===== src/include/pciarb_pkg.sv =====
// Package of constants and types shared by the PCI arbiter files
package pciarb_pkg;

    // Pin counts
    localparam int unsigned REQ_PINS = 4;
    localparam int unsigned GNT_LOW_PINS = 3;
    // Requesters seen by the internal arbiter: four external plus the device itself
    localparam int unsigned REQUESTERS = 5;
    localparam int unsigned DEV_SLOT = 4;

    // Request pin positions
    localparam int unsigned REQ0_POS = 0;
    localparam int unsigned REQ1_POS = 1;
    localparam int unsigned REQ2_POS = 2;
    localparam int unsigned REQ3_POS = 3;

    // Grant pin positions on the low grant group
    localparam int unsigned GNT0_POS = 0;
    localparam int unsigned GNT1_POS = 1;
    localparam int unsigned GNT2_POS = 2;

    // Synchroniser depth seen by the arbiter (three flops plus agreement stage, less the release clock)
    localparam int unsigned SYNC_DELAY_CLKS = 3;
    // Bridge may reassert the shared line within this many clocks of seeing it high
    localparam int unsigned BUSY_WINDOW_CLKS = 2;
    localparam int unsigned WATCH_CLKS = SYNC_DELAY_CLKS + BUSY_WINDOW_CLKS;
    // Cycles after reset release before the strap is taken
    localparam int unsigned STRAP_SETTLE_CLKS = 6;
    localparam int unsigned CNT_W = 4;

    // Reset levels
    localparam logic [REQ_PINS-1:0] REQ_IDLE_N = 4'hf;
    localparam logic [GNT_LOW_PINS-1:0] GNT_IDLE_N = 3'h7;
    localparam logic [REQUESTERS-1:0] OWNER_NONE = 5'h00;

    typedef enum logic [2:0] {
        ST_STRAP,
        ST_BRIDGE,
        ST_RELEASE,
        ST_WATCH,
        ST_BUSY,
        ST_GRANT,
        ST_GAP,
        ST_EXTERN
    } pciarb_state_type;

endpackage : pciarb_pkg


===== src/core/pciarb_prio.sv =====
// Fixed-priority one-hot picker, lowest index wins
`timescale 1ns/1ps
`default_nettype none

module pciarb_prio #(
    parameter int unsigned WIDTH = 5
) (
    input wire logic [WIDTH-1:0] req_in,
    output logic [WIDTH-1:0] pick_out,
    output logic any_out
);

    always_comb begin
        logic found;
        found = 1'b0;
        pick_out = '0;
        for (int i = 0; i < WIDTH; i++) begin
            if (req_in[i] && !found) begin
                pick_out[i] = 1'b1;
                found = 1'b1;
            end
        end
        any_out = found;
    end

endmodule : pciarb_prio

`default_nettype wire


===== src/core/pciarb_sync.sv =====
// Three-flop input synchroniser with agreement filter
`timescale 1ns/1ps
`default_nettype none

module pciarb_sync #(
    parameter int unsigned WIDTH = 1,
    parameter logic [WIDTH-1:0] INIT = '1
) (
    input wire logic sys_clk_in,
    input wire logic rst_in,
    input wire logic [WIDTH-1:0] async_in,
    output logic [WIDTH-1:0] sync_out
);

    logic [WIDTH-1:0] stage1_q;
    logic [WIDTH-1:0] stage2_q;
    logic [WIDTH-1:0] stage3_q;

    // First stage feeds only the second
    always_ff @(posedge sys_clk_in or posedge rst_in) begin
        if (rst_in) begin
            stage1_q <= INIT;
            stage2_q <= INIT;
            stage3_q <= INIT;
        end else begin
            stage1_q <= async_in;
            stage2_q <= stage1_q;
            stage3_q <= stage2_q;
        end
    end

    // A bit changes only once stages two and three agree
    always_ff @(posedge sys_clk_in or posedge rst_in) begin
        if (rst_in) begin
            sync_out <= INIT;
        end else begin
            for (int i = 0; i < WIDTH; i++) begin
                if (stage2_q[i] == stage3_q[i]) begin
                    sync_out[i] <= stage3_q[i];
                end
            end
        end
    end

endmodule : pciarb_sync

`default_nettype wire


===== src/core/pciarb_top.sv =====
// Central PCI arbiter with power-up disable strap and external-arbiter pin roles
`timescale 1ns/1ps
`default_nettype none

module pciarb_top (
    input wire logic sys_clk_in,
    input wire logic rst_in,
    // PCI request pins, active low; 0 and 1 double as grant inputs when disabled
    input wire logic [pciarb_pkg::REQ_PINS-1:0] pci_req_n_in,
    // PCI grant pins 0..2, active low; take other roles when disabled
    output logic [pciarb_pkg::GNT_LOW_PINS-1:0] pci_gnt_n_out,
    // Grant-3 pin, also the power-up strap
    input wire logic gnt3_n_in,
    output logic gnt3_n_out,
    output logic gnt3_oe_out,
    // Shared grant/busy line to the host bridge, active low
    input wire logic bridge_grant_busy_line_in,
    output logic bridge_grant_busy_line_out,
    output logic bridge_grant_busy_line_oe_out,
    // Internal side
    input wire logic dma_bus_req_in,
    input wire logic usb_bus_req_in,
    input wire logic usb_split_arb_in,
    input wire logic rtc_square_wave_in,
    output logic dev_bus_owned_out,
    output logic usb_bus_owned_out,
    output logic arbiter_disabled_out,
    output logic strap_valid_out
);

    pciarb_pkg::pciarb_state_type state_q;
    pciarb_pkg::pciarb_state_type state_d;

    logic [pciarb_pkg::REQ_PINS-1:0] req_sync_n;
    logic busy_line_sync_n;
    logic strap_sync;
    logic rtc_sync;

    logic arbiter_disable_strap_q;
    logic strap_done_q;
    logic [pciarb_pkg::CNT_W-1:0] settle_cnt_q;
    logic [pciarb_pkg::CNT_W-1:0] watch_cnt_q;
    logic [pciarb_pkg::REQUESTERS-1:0] owner_q;

    logic [pciarb_pkg::REQUESTERS-1:0] req_vec;
    logic [pciarb_pkg::REQUESTERS-1:0] pick;
    logic any_req;
    logic owner_still_req;
    logic watch_seen;
    logic watch_last;

    logic primary_bus_grant_n;
    logic secondary_bus_grant_n;
    logic primary_bus_request_n;
    logic secondary_bus_request_n;
    logic rtc_square_wave_q;

    // Pin inputs from outside the clock domain
    pciarb_sync #(
        .WIDTH(pciarb_pkg::REQ_PINS),
        .INIT(pciarb_pkg::REQ_IDLE_N)
    ) u_req_sync (
        .sys_clk_in(sys_clk_in),
        .rst_in(rst_in),
        .async_in(pci_req_n_in),
        .sync_out(req_sync_n)
    );

    pciarb_sync #(
        .WIDTH(3),
        .INIT(3'h7)
    ) u_misc_sync (
        .sys_clk_in(sys_clk_in),
        .rst_in(rst_in),
        .async_in({bridge_grant_busy_line_in, gnt3_n_in, rtc_square_wave_in}),
        .sync_out({busy_line_sync_n, strap_sync, rtc_sync})
    );

    // Strap capture after release; the pin floats until then
    always_ff @(posedge sys_clk_in or posedge rst_in) begin
        if (rst_in) begin
            settle_cnt_q <= '0;
            strap_done_q <= 1'b0;
            arbiter_disable_strap_q <= 1'b0;
        end else if (!strap_done_q) begin
            if (settle_cnt_q == pciarb_pkg::CNT_W'(pciarb_pkg::STRAP_SETTLE_CLKS - 1)) begin
                strap_done_q <= 1'b1;
                arbiter_disable_strap_q <= ~strap_sync;
            end else begin
                settle_cnt_q <= settle_cnt_q + pciarb_pkg::CNT_W'(1);
            end
        end
    end

    // Requests for the internal arbiter; the device itself ranks last
    always_comb begin
        req_vec = pciarb_pkg::OWNER_NONE;
        req_vec[pciarb_pkg::REQ0_POS] = ~req_sync_n[pciarb_pkg::REQ0_POS];
        req_vec[pciarb_pkg::REQ1_POS] = ~req_sync_n[pciarb_pkg::REQ1_POS];
        req_vec[pciarb_pkg::REQ2_POS] = ~req_sync_n[pciarb_pkg::REQ2_POS];
        req_vec[pciarb_pkg::REQ3_POS] = ~req_sync_n[pciarb_pkg::REQ3_POS];
        req_vec[pciarb_pkg::DEV_SLOT] = dma_bus_req_in | usb_bus_req_in;
    end

    pciarb_prio #(
        .WIDTH(pciarb_pkg::REQUESTERS)
    ) u_prio (
        .req_in(req_vec),
        .pick_out(pick),
        .any_out(any_req)
    );

    assign owner_still_req = |(owner_q & req_vec);
    // Line counts as seen high only after our own drive has crossed the synchroniser
    assign watch_seen = watch_cnt_q >= pciarb_pkg::CNT_W'(pciarb_pkg::SYNC_DELAY_CLKS);
    assign watch_last = watch_cnt_q == pciarb_pkg::CNT_W'(pciarb_pkg::WATCH_CLKS - 1);

    always_comb begin
        state_d = state_q;
        unique case (state_q)
            pciarb_pkg::ST_STRAP: begin
                if (strap_done_q) begin
                    state_d = arbiter_disable_strap_q ? pciarb_pkg::ST_EXTERN : pciarb_pkg::ST_BRIDGE;
                end
            end
            pciarb_pkg::ST_BRIDGE: begin
                if (any_req) begin
                    state_d = pciarb_pkg::ST_RELEASE;
                end
            end
            pciarb_pkg::ST_RELEASE: begin
                state_d = pciarb_pkg::ST_WATCH;
            end
            pciarb_pkg::ST_WATCH: begin
                if (watch_seen && !busy_line_sync_n) begin
                    state_d = pciarb_pkg::ST_BUSY;
                end else if (watch_last) begin
                    state_d = any_req ? pciarb_pkg::ST_GRANT : pciarb_pkg::ST_BRIDGE;
                end
            end
            pciarb_pkg::ST_BUSY: begin
                // Nobody else is granted while the bridge holds the line
                if (busy_line_sync_n) begin
                    state_d = any_req ? pciarb_pkg::ST_GRANT : pciarb_pkg::ST_BRIDGE;
                end
            end
            pciarb_pkg::ST_GRANT: begin
                if (!owner_still_req) begin
                    state_d = pciarb_pkg::ST_GAP;
                end
            end
            pciarb_pkg::ST_GAP: begin
                state_d = any_req ? pciarb_pkg::ST_GRANT : pciarb_pkg::ST_BRIDGE;
            end
            pciarb_pkg::ST_EXTERN: begin
                // Held until the next power-up reset
                state_d = pciarb_pkg::ST_EXTERN;
            end
        endcase
    end

    always_ff @(posedge sys_clk_in or posedge rst_in) begin
        if (rst_in) begin
            state_q <= pciarb_pkg::ST_STRAP;
        end else begin
            state_q <= state_d;
        end
    end

    always_ff @(posedge sys_clk_in or posedge rst_in) begin
        if (rst_in) begin
            watch_cnt_q <= '0;
        end else if (state_q == pciarb_pkg::ST_WATCH) begin
            watch_cnt_q <= watch_cnt_q + pciarb_pkg::CNT_W'(1);
        end else begin
            watch_cnt_q <= '0;
        end
    end

    // Winner is latched on entry so a new arrival cannot split a grant
    always_ff @(posedge sys_clk_in or posedge rst_in) begin
        if (rst_in) begin
            owner_q <= pciarb_pkg::OWNER_NONE;
        end else if (state_d == pciarb_pkg::ST_GRANT && state_q != pciarb_pkg::ST_GRANT) begin
            owner_q <= pick;
        end else if (state_d != pciarb_pkg::ST_GRANT) begin
            owner_q <= pciarb_pkg::OWNER_NONE;
        end
    end

    // Roles of the shared pins while an external arbiter rules the bus
    assign primary_bus_grant_n = req_sync_n[pciarb_pkg::REQ0_POS];
    assign secondary_bus_grant_n = req_sync_n[pciarb_pkg::REQ1_POS] | ~usb_split_arb_in;

    // Without split arbitration the USB cycles go out on the primary request
    always_comb begin
        primary_bus_request_n = ~(dma_bus_req_in | (usb_bus_req_in & ~usb_split_arb_in));
        secondary_bus_request_n = ~(usb_bus_req_in & usb_split_arb_in);
    end

    always_ff @(posedge sys_clk_in or posedge rst_in) begin
        if (rst_in) begin
            rtc_square_wave_q <= 1'b0;
        end else begin
            rtc_square_wave_q <= rtc_sync;
        end
    end

    // Grant pins: a single owner bit can be set, so at most one grant is low while the arbiter is on; in ST_EXTERN 0/1 carry the requests, 2 the square wave
    always_ff @(posedge sys_clk_in or posedge rst_in) begin
        if (rst_in) begin
            pci_gnt_n_out <= pciarb_pkg::GNT_IDLE_N;
        end else if (state_q == pciarb_pkg::ST_EXTERN) begin
            pci_gnt_n_out[pciarb_pkg::GNT0_POS] <= primary_bus_request_n;
            pci_gnt_n_out[pciarb_pkg::GNT1_POS] <= secondary_bus_request_n;
            pci_gnt_n_out[pciarb_pkg::GNT2_POS] <= rtc_square_wave_q;
        end else if (state_d == pciarb_pkg::ST_GRANT) begin
            pci_gnt_n_out[pciarb_pkg::GNT0_POS] <= ~owner_grant(pciarb_pkg::REQ0_POS);
            pci_gnt_n_out[pciarb_pkg::GNT1_POS] <= ~owner_grant(pciarb_pkg::REQ1_POS);
            pci_gnt_n_out[pciarb_pkg::GNT2_POS] <= ~owner_grant(pciarb_pkg::REQ2_POS);
        end else begin
            pci_gnt_n_out <= pciarb_pkg::GNT_IDLE_N;
        end
    end

    always_ff @(posedge sys_clk_in or posedge rst_in) begin
        if (rst_in) begin
            gnt3_n_out <= 1'b1;
            gnt3_oe_out <= 1'b0;
        end else if (state_d == pciarb_pkg::ST_STRAP || state_d == pciarb_pkg::ST_EXTERN) begin
            // Floats while strapping and once the arbiter is off
            gnt3_n_out <= 1'b1;
            gnt3_oe_out <= 1'b0;
        end else begin
            gnt3_n_out <= ~(state_d == pciarb_pkg::ST_GRANT && owner_grant(pciarb_pkg::REQ3_POS));
            gnt3_oe_out <= 1'b1;
        end
    end

    // Bridge line: driven low in ST_BRIDGE, high for one clock in ST_RELEASE, left floating in every other state
    always_ff @(posedge sys_clk_in or posedge rst_in) begin
        if (rst_in) begin
            bridge_grant_busy_line_out <= 1'b1;
            bridge_grant_busy_line_oe_out <= 1'b0;
        end else begin
            unique case (state_d)
                pciarb_pkg::ST_BRIDGE: begin
                    bridge_grant_busy_line_out <= 1'b0;
                    bridge_grant_busy_line_oe_out <= 1'b1;
                end
                pciarb_pkg::ST_RELEASE: begin
                    bridge_grant_busy_line_out <= 1'b1;
                    bridge_grant_busy_line_oe_out <= 1'b1;
                end
                default: begin
                    bridge_grant_busy_line_out <= 1'b1;
                    bridge_grant_busy_line_oe_out <= 1'b0;
                end
            endcase
        end
    end

    // Ownership seen by the internal masters
    always_ff @(posedge sys_clk_in or posedge rst_in) begin
        if (rst_in) begin
            dev_bus_owned_out <= 1'b0;
            usb_bus_owned_out <= 1'b0;
        end else if (state_q == pciarb_pkg::ST_EXTERN) begin
            // External arbiter hands over the bus; depends on its presence
            dev_bus_owned_out <= ~primary_bus_grant_n & dma_bus_req_in;
            usb_bus_owned_out <= usb_split_arb_in ? ~secondary_bus_grant_n
                                                   : ~primary_bus_grant_n & usb_bus_req_in;
        end else begin
            dev_bus_owned_out <= state_d == pciarb_pkg::ST_GRANT && owner_grant(pciarb_pkg::DEV_SLOT)
                                 && dma_bus_req_in;
            usb_bus_owned_out <= state_d == pciarb_pkg::ST_GRANT && owner_grant(pciarb_pkg::DEV_SLOT)
                                 && usb_bus_req_in && !dma_bus_req_in;
        end
    end

    always_ff @(posedge sys_clk_in or posedge rst_in) begin
        if (rst_in) begin
            arbiter_disabled_out <= 1'b0;
            strap_valid_out <= 1'b0;
        end else begin
            arbiter_disabled_out <= arbiter_disable_strap_q;
            strap_valid_out <= strap_done_q;
        end
    end

    // Owner bit lookup; the owner is kept only for the cycle grant is entered or held
    function automatic logic owner_grant(input int unsigned slot);
        logic [pciarb_pkg::REQUESTERS-1:0] sel;
        sel = (state_q == pciarb_pkg::ST_GRANT) ? owner_q : pick;
        return sel[slot];
    endfunction : owner_grant

endmodule : pciarb_top

`default_nettype wire


===== config.mk =====
export PLATFORM = sky130hd
export DESIGN_NAME = pciarb_top
export DESIGN_NICKNAME = d
export VERILOG_FILES = /design/src/include/pciarb_pkg.sv /design/src/core/pciarb_prio.sv /design/src/core/pciarb_sync.sv /design/src/core/pciarb_top.sv
export SDC_FILE = /design/constraint.sdc
export NUM_CORES = 1
export LEC_CHECK = 0
export ABC_AREA = 1
export BUFFER_PORTS_ARGS = -buffer_cell sky130_fd_sc_hd__buf_2
export CAP_MARGIN = 20
export CORE_MARGIN = 3
export CORE_UTILIZATION = 52
export DETAILED_ROUTE_END_ITERATION = 6
export PLACE_DENSITY_LB_ADDON = 0.15
export SYNTH_ARGS = -nofsm -noshare
export SYNTH_HDL_FRONTEND = slang
export SYNTH_SLANG_ARGS = --single-unit

===== constraint.sdc =====
create_clock -name sys_clk_in -period 1.5 [get_ports sys_clk_in]
set_input_delay 0.15 -clock sys_clk_in [delete_from_list [all_inputs] [get_ports sys_clk_in]]
set_output_delay 0.15 -clock sys_clk_in [all_outputs]
set_load 0.02 [all_outputs]

### Word-level counts from Yosys, hierarchy flattened

Index checks and enable logic that the tools add are counted.

| storage, ports and cells | value |
|---|---|
| flip-flop bits (word level) | 58 |
| input bits | 12 |
| word-level logic and storage cells | 134 |
| output and inout bits | 11 |

| cells by class | value |
|---|---|
| equal/unequal tests | 22 |
| magnitude comparators | 1 |
| add/subtract/negate cells | 2 |
| multiplexer cells | 33 |
| reduce and logical (&&, ||, !) cells | 24 |
| bitwise operators | 23 |

Operators by type and width:

| kind | number |
|---|---|
| $mux W3 | 10 |
| $pmux W3 S8 | 1 |
| $eq A3 B3 Y1 const B | 6 |
| $mux W1 | 18 |
| $mux W5 | 3 |
| $not A1 Y1 | 15 |
| $logic_and A1 B1 Y1 | 11 |
| $eq A3 B2 Y1 const B | 3 |
| $add A4 B1 Y4 const B | 2 |
| $eq A4 B3 Y1 const B | 2 |
| $eq A1 B1 Y1 | 7 |
| $eq A3 B1 Y1 const B | 2 |
| $logic_not A3 Y1 | 2 |
| $ne A3 B3 Y1 const B | 2 |
| $and A5 B5 Y5 | 1 |
| $logic_not A1 Y1 | 5 |
| $reduce_or A5 Y1 | 1 |
| $and A1 B1 Y1 | 4 |
| $ge A4 B2 Y1 const B | 1 |
| $mux W4 | 1 |
| $reduce_and A2 Y1 | 2 |
| $or A1 B1 Y1 | 3 |
| $reduce_bool A2 Y1 | 1 |
| $reduce_or A2 Y1 | 1 |
| $logic_or A1 B1 Y1 | 1 |

### Logic depth before layout (Yosys ltp)

| logic depth | value |
|---|---|
| depth after elaboration | 21 |
| gate-level depth with buffers | 13 |
| depth with buffers taken out | 13 |

### By module

A second synthesis with hierarchy kept.

| second synthesis, totals | value |
|---|---|
| cell total of the unflattened synthesis | 244 |
| area, all modules | 2434.8 µm² |

Modules (own cells, without submodules):

| module | area each (µm²) | times used | cells each | seq. area each (µm²) |
|---|---|---|---|---|
| pciarb_top | 1515.2 | 1 | 173 | 757.0 |
| pciarb_sync (u_req_sync) | 489.2 | 1 | 33 | 420.4 |
| pciarb_sync (u_misc_sync) | 367.9 | 1 | 25 | 315.3 |
| pciarb_prio | 62.6 | 1 | 13 | 0.0 |

### Least setup slack after synthesis

No wires, ideal clock.

| timing path | value |
|---|---|
| kind | register -> register |
| start point | register u_req_sync.sync_out[1] |
| end point | register pci_gnt_n_out[2] in the netlist's numbering |
| library setup time | 0.076 ns |
| cell stages (with the launch flop) | 12 |
| data arrival time | 1.480 ns |
| slack | -0.056 ns |
| path buffers | 0 |
| cells stage by stage | dfstp_2 > nand3_2 > nor2_4 > nand2_2 > nand2_2 > nand2_1 > nor2_2 > nand2_2 > nor2_4 > nand2_4 > nor2_4 > nor2_2 |

RTL lines:

| what | RTL line | text |
|---|---|---|
| start: declaration | pciarb_sync.sv:12 | `output logic [WIDTH-1:0] sync_out` |
| start signal: indexed assignment | pciarb_sync.sv:39 | `sync_out[i] <= stage3_q[i];` |
| $not A1 Y1 (*) | pciarb_top.sv:99 | `req_vec[pciarb_pkg::REQ1_POS] = ~req_sync_n[pciarb_pkg::REQ1_POS];` |
| $logic_and A1 B1 Y1 | pciarb_prio.sv:18 | `if (req_in[i] && !found) begin` |
| $mux W1 | pciarb_prio.sv:18 |  |
| $logic_not A1 Y1 | pciarb_prio.sv:18 |  |
| $logic_and A1 B1 Y1 | pciarb_prio.sv:18 |  |
| $mux W1 | pciarb_prio.sv:18 |  |
| $logic_not A1 Y1 | pciarb_prio.sv:18 |  |
| $logic_and A1 B1 Y1 | pciarb_prio.sv:18 |  |
| [... 2 more ...] | -- |  |
| $logic_and A1 B1 Y1 | pciarb_prio.sv:18 |  |
| $mux W1 | pciarb_prio.sv:18 |  |
| $mux W3 | pciarb_top.sv:127 | `if (any_req) begin` |
| $pmux W3 S8 (*) | pciarb_top.sv:120 | `unique case (state_q)` |
| net state_d[1] | pciarb_top.sv:32 | `pciarb_pkg::pciarb_state_type state_d;` |
| $eq A3 B3 Y1 (*) | pciarb_top.sv:217 | `end else if (state_d == pciarb_pkg::ST_GRANT) begin` |
| $mux W3 (*) | pciarb_top.sv:217 |  |
| $mux W3 (*) | pciarb_top.sv:213 | `end else if (state_q == pciarb_pkg::ST_EXTERN) begin` |
| end signal: indexed assignment | pciarb_top.sv:214 | `pci_gnt_n_out[pciarb_pkg::GNT0_POS] <= primary_bus_request_n;` |
| end signal: indexed assignment | pciarb_top.sv:215 | `pci_gnt_n_out[pciarb_pkg::GNT1_POS] <= secondary_bus_request_n;` |
| end signal: indexed assignment | pciarb_top.sv:218 | `pci_gnt_n_out[pciarb_pkg::GNT0_POS] <= ~owner_grant(pciarb_pkg::REQ0_POS);` |
| end: declaration | pciarb_top.sv:11 | `output logic [pciarb_pkg::GNT_LOW_PINS-1:0] pci_gnt_n_out,` |

Mark *: on every way through the listed nets, which the timed path passes. The rest lies on a longest branch.
A chain may end at the register's enable or synchronous reset.

### Final worst setup path

| timing path | value |
|---|---|
| start point | register u_req_sync.sync_out[0] |
| end point | register pci_gnt_n_out[1] in the netlist's numbering |

RTL lines:

| what | RTL line |
|---|---|
| $mux W1 / $logic_and A1 B1 Y1 (equally long branches) | pciarb_prio.sv:18 |
| $mux W1 | pciarb_prio.sv:18 |
| $logic_not A1 Y1 | pciarb_prio.sv:18 |
| $logic_and A1 B1 Y1 | pciarb_prio.sv:18 |
| $mux W1 | pciarb_prio.sv:18 |
| $logic_not A1 Y1 | pciarb_prio.sv:18 |
| $logic_and A1 B1 Y1 | pciarb_prio.sv:18 |
| $mux W1 | pciarb_prio.sv:18 |
| $logic_not A1 Y1 | pciarb_prio.sv:18 |
| $logic_and A1 B1 Y1 | pciarb_prio.sv:18 |
| $mux W1 | pciarb_prio.sv:18 |
| $mux W3 | pciarb_top.sv:127 |
| $pmux W3 S8 (*) | pciarb_top.sv:120 |
| net state_d[1] | pciarb_top.sv:32 |
| $eq A3 B3 Y1 (*) | pciarb_top.sv:217 |
| $mux W3 (*) | pciarb_top.sv:217 |
| $mux W3 (*) | pciarb_top.sv:213 |

Marked as above.

==> out/metrics.json <==
{
  "post-route-drc-count": {"value": 0},
  "most_common_cell_after_layout_fill_and_taps_aside": {"value": "nand2_1"},
  "layout.cells.most_common_list": {"value": "48 x nand2_1, 35 x buf_4, 34 x inv_1, 33 x dfstp_2, 23 x dfrtp_1"},
  "port_buffers": {"value": 22},
  "timing.hold.worst.class": {"value": "input port to flop"},
  "area_growth": {"value": 33.1, "unit": "%"},
  "critPathArrivalTime": {"value": 1.98, "unit": "ns"},
  "max_cap_viol_count": {"value": 0},
  "count_of_warnings_emitted_by_yosys": {"value": 0},
  "gr-total-overflow": {"value": 0},
  "post_synth_inst_count": {"value": 244},
  "antennaDiodeCount": {"value": 0},
  "number_of_top_level_design_ports": {"value": 23},
  "power_leakage": {"value": 0.00159, "unit": "uW"},
  "period_needed": {"value": 1.72, "unit": "ns"},
  "first_global_vias": {"value": 1852},
  "clk-insertion-delay-late": {"value": 0.33, "unit": "ns"},
  "worst-endpoint-required": {"value": 1.76, "unit": "ns"},
  "cts_buffer_depth": {"value": 2},
  "grt_pass1_wl": {"value": 7820, "unit": "microns"},
  "outcome": {"value": "finished with violations"},
  "setup_viol": {"value": 15},
  "cp_slowest_cell": {"value": "dfstp_2"},
  "synth.lib_cells_used.distinct": {"value": 29},
  "via_total_after_detailed_routing": {"value": 1812},
  "fmaxAchievable": {"value": 580, "unit": "MHz"},
  "gp_congestion": {"value": 0.834},
  "global_route_total_usage_across_every_layer": {"value": 18.9, "unit": "%"},
  "hpwlAfterDp": {"value": 3150, "unit": "microns"},
  "drt_iter0_markers": {"value": 76},
  "worst_setup_hold_path_clk_slew": {"value": 0.06, "unit": "ns"},
  "dpl_worst_slack": {"value": -0.230, "unit": "ns"},
  "worst-path-buf-inv": {"value": 0},
  "critPathTopFamily": {"value": "simple AND/OR/NAND/NOR gates"},
  "synth_seq_cells": {"value": 58},
  "timing.critical_path.slowest_cell_delay": {"value": 0.58, "unit": "ns"},
  "grt_antenna_before_repair": {"value": 0},
  "routed_wirelength": {"value": 4610, "unit": "microns"},
  "post_dp_cell_area": {"value": 0.00287, "unit": "sq mm"},
  "synth_area": {"value": 0.00247, "unit": "sq mm"},
  "rsz0062_at_grt": {"value": "true"},
  "placeableCoreArea": {"value": 0.00447, "unit": "sq mm"},
  "clock-sinks": {"value": 58},
  "hold_violations": {"value": 0},
  "rows": {"value": 24},
  "initial_standard_cell_utilization_of_the_core": {"value": 55.2, "unit": "%"},
  "critPathCaptureType": {"value": "flop"},
  "final_layout_size_suffix_gt1_share": {"value": 45.5, "unit": "%"},
  "worst_ir_drop_vdd": {"value": 0.923, "unit": "mV"},
  "drt-wirelength-per-cell": {"value": 12.2, "unit": "microns"},
  "cts_max_level": {"value": 3},
  "seq_area_frac_synth": {"value": 60.4, "unit": "%"},
  "floorplan.die.width": {"value": 74.9, "unit": "microns"},
  "cts_root_buf": {"value": "clkbuf_8"},
  "ant_nets": {"value": 0},
  "worst_clock_skew": {"value": 0.00736, "unit": "ns"},
  "totalPowerFinal": {"value": 5680, "unit": "uW"},
  "grt_start_max_net_pins": {"value": 59},
  "tightest_slew": {"value": 0.335, "unit": "ns"},
  "hold-worst-slack": {"value": 0.133, "unit": "ns"},
  "tritoncts": {"value": "built"},
  "final_max_slew_viol_count": {"value": 0},
  "synth.avg_cell_area": {"value": 10.1, "unit": "sq um"},
  "cts_inserted_buffers": {"value": 9},
  "design.die.area": {"value": 0.00561, "unit": "sq mm"},
  "slew_headroom": {"value": 77.5, "unit": "%"},
  "period_share": {"value": 115, "unit": "%"},
  "powerDensity": {"value": 1730, "unit": "mW/mm^2"},
  "nets": {"value": 337},
  "critical_path_class": {"value": "flop to flop"},
  "path_max_fanout": {"value": 4},
  "dieHeight": {"value": 74.9, "unit": "microns"},
  "violated_checks": {"value": "setup timing"},
  "worstSetupStartpointType": {"value": "flop"},
  "finish.instance_area": {"value": 0.00329, "unit": "sq mm"},
  "timing.critical_path.cells": {"value": "nand3_4 -> nor2_4 -> nand2_2 -> nand2_2 -> nand2_2 -> nor2_2 -> nand2_2 -> nor2_4 -> nand2_4 -> nor2_4 -> nor2_2"},
  "detailedRoute.firstPassIterationCount": {"value": 4},
  "finalWorstSetupSlack": {"value": -0.224, "unit": "ns"},
  "avgViaCountPerCell": {"value": 4.81},
  "synth.net_count": {"value": 260},
  "most_prevalent_standard_cell_on_the_critical_path": {"value": "nand2_2"}
}
cell type report:
type,count,area (sq um)
Sequential cell,58,1500
Fill cell,326,1190
Multi-Input combinational cell,145,877
Timing Repair Buffer,67,484
Inverter,40,156
Clock buffer,12,145
Clock inverter,3,65.1
Tap cell,52,65.1
cells in the mapped netlist, drive strengths merged:
| master | n | share of area (%) |
|---|---|---|
| xor2 | 3 | 1.1 |
| a22oi | 1 | 0.30 |
| inv | 40 | 6.1 |
| nand2 | 60 | 10 |
| maj3 | 7 | 2.8 |
| nand3b | 2 | 0.61 |
| nor3 | 3 | 0.61 |
| dfstp | 33 | 35 |
| nand4 | 1 | 0.25 |
| o21ai | 10 | 2.2 |
| o22ai | 1 | 0.25 |
| ha | 4 | 2.0 |
| nor4 | 1 | 0.25 |
| a21oi | 3 | 0.61 |
| nand3 | 14 | 3.0 |
| a31oi | 1 | 0.25 |
| buf | 1 | 0.20 |
| o41ai | 1 | 0.35 |
| nor2 | 32 | 7.9 |
| dfrtp | 25 | 25 |
| o31ai | 1 | 0.30 |
path summary, 6_finish.rpt:
check | startpoint | slack, ns | cells after the start | endpoint
worst min-delay path | dma_bus_req_in | 0.13 | 3 | dev_bus_owned_out$_DFF_PP0_
worst min register to register | u_req_sync.stage1_q[2]$_DFF_PP1_ | 0.35 | 0 | u_req_sync.stage2_q[2]$_DFF_PP1_
max in group asynchronous | rst_in | 0.77 | 4 | u_misc_sync.stage3_q[2]$_DFF_PP1_
min in group asynchronous | rst_in | 0.45 | 4 | strap_done_q$_DFF_PP0_
worst max-delay path | u_req_sync.sync_out[0]$_DFFE_PP1N_ | -0.22 | 11 | pci_gnt_n_out[1]$_DFF_PP1_
worst max register to register | u_req_sync.sync_out[0]$_DFFE_PP1N_ | -0.22 | 11 | pci_gnt_n_out[1]$_DFF_PP1_
worst register-to-register path, cell delays in order (launching register included):
cell and delay [ns]:
dfstp_2 0.58, nand3_4 0.09, nor2_4 0.16, nand2_2 0.08
nand2_2 0.09, nand2_2 0.06, nor2_2 0.10, nand2_2 0.09
nor2_4 0.15, nand2_4 0.10, nor2_4 0.12, nor2_2 0.05
per-layer routing:
layer | wire length [microns] | GRT usage [%] | vias up
met5 | 0 | 0 | -
met4 | 63 | 7.71 | 0
met3 | 234 | 6.81 | 6
met2 | 2420 | 31.8 | 43
met1 | 1890 | 22.0 | 850
li1 | - | - | 913
state kept, by name, indices dropped and copies added (netlist names), 3 cells and up:
name,count
u_req_sync.sync_out,4
pci_gnt_n_out,3
u_misc_sync.stage2_q,3
watch_cnt_q,4
u_misc_sync.stage3_q,3
owner_q,5
u_req_sync.stage3_q,4
u_req_sync.stage1_q,4
state_q,3
u_req_sync.stage2_q,4
u_misc_sync.sync_out,3
u_misc_sync.stage1_q,3
settle_cnt_q,4
power by group:
| part | total (uW) | switching, uW | leakage [uW] | internal (uW) |
|---|---|---|---|---|
| Clock | 1510 | 540 | 0.000106 | 969 |
| Combinational | 2160 | 1240 | 0.000826 | 920 |
| Sequential | 2010 | 172 | 0.000653 | 1840 |
stage by stage:
stage,setup TNS (ns),instances,utilization (%)
2_1_floorplan,-0.0654,244,-
3_3_place_gp,-1.82,344,64.1
3_5_place_dp,-2.07,344,64.1
4_1_cts,-1.74,373,71.9
5_1_grt,-4.12,377,73.5
6_report,-2.32,377,73.5
cells by family (layout without fill, tap and decap cells):
logic type	count (synthesis)	after routing	share of synthesized area [%]
AO/OA/AOI/OAI	18	18	4.26
flip-flops	58	58	60.4
adder cells (fa/ha/maj)	11	11	4.86
buffers and inverters	41	122	6.28
XOR/XNOR	3	3	1.06
AND/OR/NAND/NOR	113	113	23.1
repair_timing:
| item | in CTS | in global routing |
|---|---|---|
| setup endpoints to repair | 14 | 16 |
| setup buffers | 6 | 4 |
| resized for setup | 5 | 13 |
| hold buffers | 8 | 0 |
| pin swaps | 2 | 8 |
| hold endpoints to repair | 32 | 0 |
Note: power is estimated with default switching activity, not from simulation.
